$ cat src/core/self_diag_defs.vh
`ifndef SELF_DIAG_DEFS_VH
`define SELF_DIAG_DEFS_VH

// Diagnostic register indices on the remote read port
`define REG_OUT_FAULT_LOW      2'h0
`define REG_OUT_FAULT_HIGH     2'h1
`define REG_DIAG_THREE         2'h2
`define REG_INTERNAL_FAULT     2'h3

// Output fault low register layout
`define OFL_TRIP_LO_POS        2
`define OFL_ALARM_POS          10
`define OFL_TRIP_NINE_POS      15

// Alarm group numbering and default link mask (group two only)
`define GROUP_NONE             2'h0
`define GROUP_ONE              2'h1
`define GROUP_TWO              2'h2
`define GROUP_THREE            2'h3
`define FAIL_LINK_DEFAULT      3'h2

// Watchdog timing
`define WD_TIMEOUT_US          1000
`define WD_RESTART_PULSE_US    10
`define WD_RECOVER_US          5000
`define CLK_MHZ                40

// Event codes
`define EVT_FAULT_ON           8'h38
`define EVT_FAULT_OFF          8'h39

`endif

$ cat src/core/watchdog_supervisor.v
`timescale 1ns/1ps
`include "self_diag_defs.vh"

// Independent watchdog: restarts a silent controller and declares a permanent fault
module watchdog_supervisor
#(
	parameter TIMEOUT_CYC = `WD_TIMEOUT_US * `CLK_MHZ,
	parameter RECOVER_CYC = `WD_RECOVER_US * `CLK_MHZ
)
(
	input  wire        clk,
	input  wire        rst,
	input  wire        kick,
	input  wire        clear,
	output reg         restart_r,
	output reg         permanent_r
);

	localparam PULSE_CYC = `WD_RESTART_PULSE_US * `CLK_MHZ;
	localparam S_RUN     = 2'h0;
	localparam S_RESTART = 2'h1;
	localparam S_WAIT    = 2'h2;
	localparam S_DEAD    = 2'h3;

	reg [1:0]  state_r;     // Supervisor state
	reg [31:0] count_r;     // Cycles since last kick or state entry

	////////////////////////////////////////////////////////////////////////////////
	// Timeout, restart pulse and recovery window
	always @(posedge clk or posedge rst)
	begin
		if (rst)
		begin
			state_r     <= S_RUN;
			count_r     <= 32'h0000_0000;
			restart_r   <= 1'b0;
			permanent_r <= 1'b0;
		end
		else
		begin
			case (state_r)
				S_RUN:
				begin
					// Kick resets the timer; silence past timeout forces restart
					if (kick)
						count_r <= 32'h0000_0000;
					else if (count_r >= TIMEOUT_CYC - 1)
					begin
						state_r   <= S_RESTART;
						count_r   <= 32'h0000_0000;
						restart_r <= 1'b1;
					end
					else
						count_r <= count_r + 32'h0000_0001;
				end
				S_RESTART:
				begin
					if (count_r >= PULSE_CYC - 1)
					begin
						state_r   <= S_WAIT;
						count_r   <= 32'h0000_0000;
						restart_r <= 1'b0;
					end
					else
						count_r <= count_r + 32'h0000_0001;
				end
				S_WAIT:
				begin
					// A kick inside the window means the controller came back
					if (kick)
					begin
						state_r <= S_RUN;
						count_r <= 32'h0000_0000;
					end
					else if (count_r >= RECOVER_CYC - 1)
					begin
						state_r     <= S_DEAD;
						permanent_r <= 1'b1;
					end
					else
						count_r <= count_r + 32'h0000_0001;
				end
				S_DEAD:
				begin
					// Only a local panel reset leaves the dead state
					if (clear)
					begin
						state_r     <= S_RUN;
						count_r     <= 32'h0000_0000;
						permanent_r <= 1'b0;
					end
				end
				default:
					state_r <= S_RUN;
			endcase
		end
	end

endmodule // watchdog_supervisor

$ cat src/core/self_supervision.v
`timescale 1ns/1ps
`include "self_diag_defs.vh"

////////////////////////////////////////////////////////////////////////////////
module self_supervision
#(
	parameter TIMEOUT_CYC = `WD_TIMEOUT_US * `CLK_MHZ,
	parameter RECOVER_CYC = `WD_RECOVER_US * `CLK_MHZ
)
(
	// Clock and reset
	input  wire        SYS_CLK,
	input  wire        RST,
	// Controller supervision
	input  wire        CPU_KICK,
	output wire        CPU_RESTART,
	// Fault sources (pins, asynchronous)
	input  wire [23:0] TRIP_FAULT,
	input  wire [4:0]  ALARM_FAULT,
	input  wire [9:0]  INTERNAL_FAULT,
	input  wire        BOOT_TEST_FAIL,
	input  wire        MAIN_FUNC_LOST,
	// Alarm conditions (pins, asynchronous)
	input  wire        REMOTE_LINK_DOWN,
	input  wire        EXT_IO_LINK_DOWN,
	input  wire        PORT_ONE_DOWN,
	input  wire        PORT_TWO_DOWN,
	input  wire        PASSWORD_OPEN,
	input  wire        PANEL_RESET,
	// Configuration
	input  wire [29:0] ALARM_GROUP_SEL,
	input  wire        CFG_LOAD_DEFAULTS,
	input  wire [2:0]  FAIL_LINK_SET,
	input  wire        FAIL_LINK_WE,
	input  wire [32:0] GROUP_ONE_MAP,
	input  wire [32:0] GROUP_TWO_MAP,
	input  wire [32:0] GROUP_THREE_MAP,
	// Outputs requested by protection logic
	input  wire [32:0] OUT_REQUEST,
	// Driven relay outputs
	output reg  [32:0] OUT_DRIVE,
	output reg         FAIL_INDICATION_OUTPUT,
	output reg         SERVICE_LED,
	output reg         FAULT_MESSAGE,
	output reg  [8:0]  ALARM_SIGNALS,
	output reg  [2:0]  FAIL_LINK,
	// Event log
	output reg         EVENT_VALID,
	output reg  [7:0]  EVENT_CODE,
	output reg  [15:0] EVENT_FAULT_CODE,
	// Remote register read port
	input  wire [1:0]  REG_ADDR,
	output reg  [15:0] REG_RDATA
);

	////////////////////////////////////////////////////////////////////////////////
	// Declarations
	// Every pin-level input shares one synchroniser vector; positions are fixed
	// twice, by the concatenation order and by the hard-coded field views, so a
	// new pin shifts the fields above it unless the views change too
	wire [46:0] raw_in;            // All asynchronous inputs in one vector
	reg  [46:0] sync1_r;           // First synchroniser stage
	reg  [46:0] sync2_r;           // Second stage, the only one read
	wire [23:0] trip_f;            // Synchronised trip faults
	wire [4:0]  alarm_f;           // Synchronised alarm output faults
	wire [9:0]  int_f;             // Synchronised internal faults
	wire        boot_fail;         // Self-test failed
	wire        main_lost;         // Main functions cannot be handled
	wire [4:0]  link_alarm;        // Remote, extension, port one, port two, password
	wire        panel_clr;         // Front panel reset
	wire [9:0]  alarm_src;         // Ten groupable self-supervision alarms
	reg  [15:0] diag_low_r;        // Latched output fault low
	reg  [15:0] diag_high_r;       // Latched output fault high
	reg  [15:0] diag_int_r;        // Latched internal faults
	reg  [2:0]  group_act;         // Group activity
	reg         temp_fault_r;      // Temporary fault state last cycle
	reg         perm_fault_r;      // Permanent inoperative latch
	wire        wd_permanent;      // Watchdog permanent fault
	wire        temp_fault;        // Any live fault
	wire        fail_blocked;      // A linked group holds the fail contact off
	wire        fault_rise;        // Temporary fault just appeared
	wire        fault_fall;        // Temporary fault just cleared

	// Synchroniser vector layout, highest field first
	assign raw_in = {PANEL_RESET,  // 46
		PASSWORD_OPEN,             // 45
		PORT_TWO_DOWN,             // 44
		PORT_ONE_DOWN,             // 43
		EXT_IO_LINK_DOWN,          // 42
		REMOTE_LINK_DOWN,          // 41
		MAIN_FUNC_LOST,            // 40
		BOOT_TEST_FAIL,            // 39
		INTERNAL_FAULT,            // 38 down to 29
		ALARM_FAULT,               // 28 down to 24
		TRIP_FAULT};               // 23 down to 0

	// Field views of the second stage
	assign trip_f     = sync2_r[23:0];
	assign alarm_f    = sync2_r[28:24];
	assign int_f      = sync2_r[38:29];
	assign boot_fail  = sync2_r[39];
	assign main_lost  = sync2_r[40];
	assign link_alarm = sync2_r[45:41];
	assign panel_clr  = sync2_r[46];

	// Groupable alarms: five link alarms, then five classes of detected faults.
	// Whole classes are grouped rather than single bits, which keeps the
	// selection word at two bits per source instead of two per fault bit.
	// Source order, lowest first: remote, extension, port one, port two,
	// password, boot test, alarm outputs, trip outputs, internal low, high
	assign alarm_src = {|int_f[9:5], |int_f[4:0], |trip_f, |alarm_f, boot_fail,
		link_alarm};

	// Group selection of alarm n sits in ALARM_GROUP_SEL[2n+1:2n]
	// Unused selection code zero leaves an alarm out of every group
	function [2:0] group_hits;
		input [9:0] alarms;
		input [29:0] sel;
		integer k;
		begin
			group_hits = 3'h0;
			for (k = 0; k < 10; k = k + 1)
			begin
				if (alarms[k] && sel[2*k +: 2] == `GROUP_ONE)
					group_hits[0] = 1'b1;
				if (alarms[k] && sel[2*k +: 2] == `GROUP_TWO)
					group_hits[1] = 1'b1;
				if (alarms[k] && sel[2*k +: 2] == `GROUP_THREE)
					group_hits[2] = 1'b1;
			end
		end
	endfunction

	// Sticky latch step: a fault present in the clear cycle still sets the bit,
	// so a panel reset can never hide a fault that is live at that moment
	function [15:0] latch_step;
		input [15:0] held;
		input        clr;
		input [15:0] live;
		begin
			latch_step = (clr ? 16'h0000 : held) | live;
		end
	endfunction

	////////////////////////////////////////////////////////////////////////////////
	// Two-flop synchroniser on every pin input
	// Both stages reset to zero, the idle level of every pin, so no false
	// fault edge or panel clear follows the release of reset
	always @(posedge SYS_CLK or posedge RST)
	begin
		if (RST)
		begin
			sync1_r <= 47'h0;
			sync2_r <= 47'h0;
		end
		else
		begin
			sync1_r <= raw_in;
			sync2_r <= sync1_r;
		end
	end

	////////////////////////////////////////////////////////////////////////////////
	// Watchdog
	// The kick comes from logic on this clock, so it skips the synchroniser.
	// The panel clear is the only way out of the dead state; a later kick
	// alone never revives a controller that has once failed its restart.
	watchdog_supervisor #(
		.TIMEOUT_CYC (TIMEOUT_CYC),
		.RECOVER_CYC (RECOVER_CYC)
	) u_wd (
		.clk         (SYS_CLK),
		.rst         (RST),
		.kick        (CPU_KICK),
		.clear       (panel_clr),
		.restart_r   (CPU_RESTART),
		.permanent_r (wd_permanent)
	);

	// Any live detected fault marks a temporary inoperative state; a boot
	// self-test failure holds it for as long as its pin stays up
	assign temp_fault = (|trip_f) | (|alarm_f) | (|int_f) | boot_fail;

	////////////////////////////////////////////////////////////////////////////////
	// Alarm grouping: each source joins at most one of the three groups
	always @*
	begin
		group_act = group_hits(alarm_src, ALARM_GROUP_SEL);
	end

	// Fail contact is held off while any linked group is active
	assign fail_blocked = |(group_act & FAIL_LINK);

	////////////////////////////////////////////////////////////////////////////////
	// Fail-link configuration register
	// Defaults restore group two only, which matches fixed older wiring;
	// a defaults request beats a write that falls in the same cycle
	always @(posedge SYS_CLK or posedge RST)
	begin
		if (RST)
			FAIL_LINK <= `FAIL_LINK_DEFAULT;
		else if (CFG_LOAD_DEFAULTS)
			FAIL_LINK <= `FAIL_LINK_DEFAULT;
		else if (FAIL_LINK_WE)
			FAIL_LINK <= FAIL_LINK_SET;
	end

	////////////////////////////////////////////////////////////////////////////////
	// Diagnostic latches; a new fault wins over a panel clear
	// Output fault bits are packed in the two register layouts here, so the
	// read port only selects and never rearranges bits
	always @(posedge SYS_CLK or posedge RST)
	begin
		if (RST)
		begin
			diag_low_r   <= 16'h0000;
			diag_high_r  <= 16'h0000;
			diag_int_r   <= 16'h0000;
			perm_fault_r <= 1'b0;
		end
		else
		begin
			diag_low_r   <= latch_step(diag_low_r, panel_clr,
				{trip_f[8], alarm_f, trip_f[7:0], 2'b00});
			diag_high_r  <= latch_step(diag_high_r, panel_clr,
				{1'b0, trip_f[23:9]});
			diag_int_r   <= latch_step(diag_int_r, panel_clr,
				{6'h00, int_f});
			// Permanent state: lost main functions or a failed restart
			perm_fault_r <= (panel_clr ? 1'b0 : perm_fault_r) | main_lost | wd_permanent;
		end
	end

	////////////////////////////////////////////////////////////////////////////////
	// Outputs, indicators and alarm signals
	// Every output leaves a flip-flop, so contacts never see decode glitches
	always @(posedge SYS_CLK or posedge RST)
	begin
		if (RST)
		begin
			// Everything starts de-energized until the first healthy edge
			OUT_DRIVE              <= 33'h0;
			FAIL_INDICATION_OUTPUT <= 1'b0;
			SERVICE_LED            <= 1'b0;
			FAULT_MESSAGE          <= 1'b0;
			ALARM_SIGNALS          <= 9'h000;
		end
		else
		begin
			// Permanent fault blocks every output; group maps add drives.
			// The fail contact is not part of this vector; perm_fault_r drops it on its own below.
			if (perm_fault_r)
				OUT_DRIVE <= 33'h0;
			else
				OUT_DRIVE <= OUT_REQUEST |
					({33{group_act[0]}} & GROUP_ONE_MAP) |
					({33{group_act[1]}} & GROUP_TWO_MAP) |
					({33{group_act[2]}} & GROUP_THREE_MAP);
			// Working-current principle: energized unless a permanent fault or a linked group is active
			FAIL_INDICATION_OUTPUT <= ~perm_fault_r & ~fail_blocked;
			// Service lamp covers both permanent and temporary faults
			SERVICE_LED   <= perm_fault_r | temp_fault;
			// The fault message is kept for the permanent state alone, so a
			// passing fault does not look like a dead relay on the panel
			FAULT_MESSAGE <= perm_fault_r;
			// Alarm matrix: password, three groups, live fault, four links
			ALARM_SIGNALS <= {link_alarm[4], group_act, temp_fault,
				link_alarm[3:0]};
		end
	end

	////////////////////////////////////////////////////////////////////////////////
	// Fault on and off events with the fault code
	// Edges of the temporary fault state
	assign fault_rise = temp_fault & ~temp_fault_r;
	assign fault_fall = ~temp_fault & temp_fault_r;

	// An event is a one-cycle pulse; code and fault code stand until the next
	always @(posedge SYS_CLK or posedge RST)
	begin
		if (RST)
		begin
			// No event is pending out of reset
			temp_fault_r     <= 1'b0;
			EVENT_VALID      <= 1'b0;
			EVENT_CODE       <= 8'h00;
			EVENT_FAULT_CODE <= 16'h0000;
		end
		else
		begin
			temp_fault_r <= temp_fault;
			// One pulse per change of the temporary fault state
			EVENT_VALID  <= fault_rise | fault_fall;
			if (fault_rise)
				EVENT_CODE <= `EVT_FAULT_ON;
			else if (fault_fall)
				EVENT_CODE <= `EVT_FAULT_OFF;
			// The internal fault code rides with each event; an off event
			// always carries zero, since no internal fault is live by then
			if (fault_rise | fault_fall)
				EVENT_FAULT_CODE <= {6'h00, int_f};
		end
	end

	////////////////////////////////////////////////////////////////////////////////
	// Remote read port, read only
	// Registered read: data follows the address one edge later. There is
	// no write path at all, so nothing the master sends can alter a latch.
	always @(posedge SYS_CLK or posedge RST)
	begin
		if (RST)
			REG_RDATA <= 16'h0000;
		else
		begin
			case (REG_ADDR)
				`REG_OUT_FAULT_LOW:  REG_RDATA <= diag_low_r;
				`REG_OUT_FAULT_HIGH: REG_RDATA <= diag_high_r;
				`REG_INTERNAL_FAULT: REG_RDATA <= diag_int_r;
				default:             REG_RDATA <= 16'h0000;
			endcase
		end
	end

endmodule // self_supervision

$ cat config.mk
export PLATFORM = sky130hd
export DESIGN_NAME = self_supervision
export DESIGN_NICKNAME = d
export VERILOG_FILES = /design/src/core/watchdog_supervisor.v /design/src/core/self_supervision.v
export VERILOG_INCLUDE_DIRS = /design/src /design/src/core
export SDC_FILE = /design/constraint.sdc
export NUM_CORES = 1
export LEC_CHECK = 0
export ABC_AREA = 1
export CORE_ASPECT_RATIO = 0.75
export CORE_MARGIN = 2
export CORE_UTILIZATION = 55
export CTS_CLUSTER_DIAMETER = 30
export DETAILED_ROUTE_END_ITERATION = 10
export DONT_BUFFER_PORTS = 1
export PLACE_DENSITY = 0.79
export SETUP_SLACK_MARGIN = 0.1
export SYNTH_ARGS = -nofsm -noshare
export SYNTH_HDL_FRONTEND = slang
export SYNTH_HIERARCHICAL = 1
export SYNTH_SLANG_ARGS = --single-unit
$ cat constraint.sdc
create_clock -name SYS_CLK -period 9 [get_ports SYS_CLK]
set_input_delay 1.8 -clock SYS_CLK [delete_from_list [all_inputs] [get_ports SYS_CLK]]
set_output_delay 1.8 -clock SYS_CLK [all_outputs]
set_load 0.01 [all_outputs]
-- Yosys cells after proc, flatten, opt, wreduce, memory -nomap -nowiden
Index checks and enable logic that the tools add are counted.
- eq/ne operators: 43
- bitwise operators: 24
- reduce and logical (&&, ||, !) cells: 46
- add/subtract/negate cells: 1
- $lt $le $gt $ge: 3
- multiplexer cells: 62
- operator list (cell ; count):
    $mux W32 ; 6
    $pmux W32 S4 ; 1
    $and A33 B33 Y33 ; 3
    $or A33 B33 Y33 ; 3
    $mux W16 ; 3
    $pmux W16 S3 ; 1
    $eq A2 B2 Y1 const B ; 23
    $mux W1 ; 37
    $mux W33 ; 1
    $add A32 B1 Y32 const B ; 1
    $ge A32 B16 Y1 const B ; 1
    $ge A32 B18 Y1 const B ; 1
    $ge A32 B9 Y1 const B ; 1
    $logic_and A1 B1 Y1 ; 30
    $eq A2 B1 Y1 const B ; 12
    $reduce_or A24 Y1 ; 1
    $mux W8 ; 2
    $or A16 B10 Y16 ; 1
    $or A16 B15 Y16 ; 1
    $or A16 B16 Y16 ; 1
    $reduce_or A5 Y1 ; 3
    $mux W2 ; 6
    $reduce_or A10 Y1 ; 1
    $pmux W2 S4 ; 1
    other kinds (16) ; 38
- word-level logic and storage cells: 200
- register bits after elaboration: 263
- output and inout port bits: 90
- input bits: 219

-- Logic depth before layout (Yosys ltp)
- depth after elaboration: 17
- mapped depth: 12
- gate-level depth less buffers: 12

-- Modules after synthesis
The synthesis kept the hierarchy.
- modules (own cells, without submodules) (module ; cells each ; times used ; seq. area each (sq um) ; area each (sq um)):
    self_supervision ; 777 ; 1 ; 5281.3 ; 7832.5
    watchdog_supervisor ; 317 ; 1 ; 900.9 ; 2155.8

-- Worst setup path before layout
Ideal clock, no wire load.
- kind: input to register
- from: input ALARM_GROUP_SEL[4]
- to: register OUT_DRIVE[10]
- data arrival time: 2.632 ns
- cell stages on the path: 11
- data required time: 8.868 ns
- path buffers: 1
- setup slack: 6.237 ns
- setup time: 0.132 ns
- path through: nand3_1 > nand2_1 > nor2_1 > nand3_1 > nor2_2 > nand2_2 > buf_6 > nand2_1 > nand2_1 > nor2_1 > nor2_1
- longest elaborated chain between the ends: 15
- elaborated cells between the ends (all ways): 37
- those cells by class: 3 x eq/ne; 25 x mux; 6 x bitwise; 3 x reduce/logical
- RTL lines (what ; RTL line ; source):
    start, declared ; self_supervision.v:31 ; input wire [29:0] ALARM_GROUP_SEL,
    $eq A2 B1 Y1 (no source line) ; -- ;
    $logic_and A1 B1 Y1 (no source line) ; -- ;
    $mux W1 (8 in a row) ; self_supervision.v:124 ; if (alarms[k] && sel[2*k +: 2] == `GROUP_ONE)
    $and A33 B33 Y33 ; self_supervision.v:256 ; ({33{group_act[0]}} & GROUP_ONE_MAP) |
    $or A33 B33 Y33 ; self_supervision.v:255 ; OUT_DRIVE <= OUT_REQUEST |
    $or A33 B33 Y33 ; self_supervision.v:256 ;
    $or A33 B33 Y33 (*) ; self_supervision.v:257 ; ({33{group_act[1]}} & GROUP_TWO_MAP) |
    $mux W33 (*) ; self_supervision.v:252 ; if (perm_fault_r)
    end signal, assigned ; self_supervision.v:255 ;
    end, declared ; self_supervision.v:41 ; output reg [32:0] OUT_DRIVE,
Mark *: on every way between the ends. The rest lies on a longest branch, timed or not.
A chain may end at the register's enable or synchronous reset.

==> metrics <==
tightest hold margin=0.343 ns; CP Max Fanout=134; worst clock skew=0.0275 ns; worst ir drop on vdd=197 uV; library cells used by synthesis=37; nets=1325; initial antenna violation count=3; storage element area=0.00618 mm^2; number of synthesized flops with an enable pin=0; PostCTS Resize Cnt=0; Cell Chain, Critical Path=inv_8, buf_4; Max clock buf depth=3; Die X=160 um; Max Freq=344 MHz; Seq cells post-synth=247; routed vias/inst=5.22; area delta synth->final=13.7%; Crit path max-delay family=buffers and inverters; pwr dens=244 mW/mm^2; Crit Path Category=in2async; TritonCTS clock tree=done; yosys warns=6; die area=0.0193 mm^2; outcome=complete, no violations; Port Buffer Count=0; Buf/Inv on CP=2; area of the multi-input gates=0.00299 mm^2; share of layout cells above drive strength 1=7.43%; CTS buffer count=35; Routed Wire Length=23900 um; drt drc=0; WP data arrival=3.36 ns; Post-Route Setup TNS=0 ns; P_leak=0.00602 uW; clk_lat worst skew=0.50 ns; Post-synth ARST share=100%; global-route wire length before repair=36700 um; cell count after synthesis=1094; CTS clock-pin slew for the worst setup and hold paths=0.06 ns; vias in the first global route=6722; gpl congestion=0.938; slew margin rel.=35.9%; CP Capture Type=asynchronous set/reset pin; Detailed Place HPWL=17000 um; Starting Density=56.4%; core area=0.0177 mm^2; post-DR wirelength/cell=17.4 um; Critical Path Source Type=input pin; post-CTS setup buffers=0; IO Pins=309; Period Utilization, post-route=32.3%; Hold Buf Count CTS=0; DP Worst Slack=5.51 ns; grt total ovfl=0; Antenna Violating Nets Remaining=0; via count=7176; unrepaired setup endpoints after global routing=false; max-slew violation count=0; initial drt markers=639; slew of the pin with the lowest slew margin=0.962 ns; Syn Area/Cell=9.13 um^2; Final Hold Violating Endpoints=0; clock sinks=247; GRT Util Overall=24.5%; largest net degree at the start of global routing=135; # fillers=1383; WP data required=9.46 ns; DR pass1 iterations=5; Crit path largest cell delay=0.83 ns; ys flop type=dfrtp_1; Max Cap Violations=0; Seq/Total Area, Yosys=61.9%; final worst slack=6.10 ns; endpoints failing setup=0; dpl cell area=0.0101 mm^2; H-tree depth=2; Mapped Area=0.00999 mm^2; Die Y-Extent=121 um; Min-Delay Path Class=reg2reg; design area=0.0114 mm^2; crit path time final=2.90 ns; Crit-path slowest cell=buf_4; row count=42; CTS root buffer=clkbuf_16
==> cells in the final DEF (no fill, tap or decap), types with 2 or more instances in the layout <==
master	netlist	routed
a21o_1	8	8
a21oi_1	6	6
buf_4	16	4
bufinv_16	0	6
clkbuf_1	10	2
clkbuf_16	0	36
clkbuf_8	0	6
clkinv_2	0	5
clkinvlp_4	0	3
conb_1	1	10
dfrtp_1	246	246
diode_2	0	3
ha_1	2	2
inv_1	147	146
inv_6	0	5
nand2_1	308	308
nand2_2	3	3
nand3_1	55	55
nand3_2	3	3
nand3b_1	5	5
nand4_1	6	6
nor2_1	165	165
nor2_2	3	3
nor3_1	6	6
o21ai_0	29	29
o21bai_1	21	21
o221ai_1	8	8
o22ai_1	7	7
or2_2	2	2
xnor2_1	2	2
xor2_1	10	10
==> cell type report <==
| class | count | area share [%] |
|---|---|---|
| Antenna cell | 3 | 0.0661 |
| Timing Repair Buffer | 4 | 0.264 |
| Multi-Input combinational cell | 668 | 26.4 |
| Clock buffer | 44 | 8.72 |
| Clock inverter | 20 | 2.53 |
| Sequential cell | 247 | 54.4 |
| Tap cell | 242 | 2.67 |
| Inverter | 148 | 4.96 |
==> cell usage after synthesis, drive strengths merged, types with 5 or more instances <==
cell | n | area [um^2]
o22ai | 7 | 43.8
inv | 148 | 556
nor3 | 7 | 40.0
nand2 | 312 | 1190
o221ai | 8 | 70.1
nand3b | 5 | 37.5
nand3 | 58 | 305
o21ai | 30 | 150
dfrtp | 246 | 6160
nand4 | 6 | 37.5
a21oi | 7 | 46.3
xor2 | 10 | 87.6
clkbuf | 10 | 37.5
buf | 30 | 253
o21bai | 21 | 158
nor2 | 169 | 649
a21o | 8 | 60.1
==> metal layers <==
| layer | vias up | GRT usage (%) | wire length (um) |
|---|---|---|---|
| met1 | 3475 | 34.4 | 10200 |
| met4 | 0 | 9.49 | 755 |
| li1 | 3356 | - | - |
| met5 | - | 0 | 0 |
| met3 | 50 | 6.35 | 2010 |
| met2 | 295 | 36.8 | 10900 |
==> state kept, by name, indices dropped and copies added, names as in the netlist, 2 cells and up <==
signal and flops:
u_wd/state_r 2, sync2_r 47, EVENT_CODE 2, diag_high_r 15, diag_low_r 14, u_wd/count_r 32, OUT_DRIVE 33, diag_int_r 10
REG_RDATA 16, EVENT_FAULT_CODE 10, FAIL_LINK 3, sync1_r 47, ALARM_SIGNALS 9
==> where the power goes <==
group / internal (uW) / switching (uW) / leakage, uW
registers: 1160 / 29.9 / 0.00300
clock network: 960 / 491 / 0.000623
logic: 38.1 / 92.9 / 0.00240
==> stage by stage <==
| stage | util, % | std cells | total power, uW |
|---|---|---|---|
| global route | 64.1 | 1376 | 2870 |
| CTS | 64.1 | 1373 | 2800 |
| floorplan | - | 1103 | 1310 |
| finish | 64.1 | 1376 | 2770 |
| global placement | 56.9 | 1309 | 1330 |
| detailed placement | 56.9 | 1309 | 1340 |
==> final timing paths <==
kind	startpoint	slack, ns	endpoint	depth (start not counted)
worst max-delay path	RST	6.10	sync2_r[35]	2
worst min-delay path	sync1_r[17]	0.34	sync2_r[17]	0
worst max register to register	sync2_r[27]	6.32	EVENT_CODE[4]	7
worst min register to register	sync1_r[17]	0.34	sync2_r[17]	0
max in group SYS_CLK	FAIL_LINK[1]	6.14	FAIL_LINK[1]	0
min in group asynchronous	RST	1.31	u_wd/count_r[11]	2
==> kinds of logic (layout without fill, tap and decap cells) <==
group	count (synthesis)	count (layout)	synth area share, %
adder cells (fa/ha/maj)	2	2	0.250
XOR/XNOR	12	12	1.05
AND/OR/NAND/NOR	561	561	22.8
AO/OA/AOI/OAI	83	83	5.46
flip-flops	247	247	61.9
buffers and inverters	188	216	8.47
other	1	13	0.0375
Power figures use the tool's default switching activity.
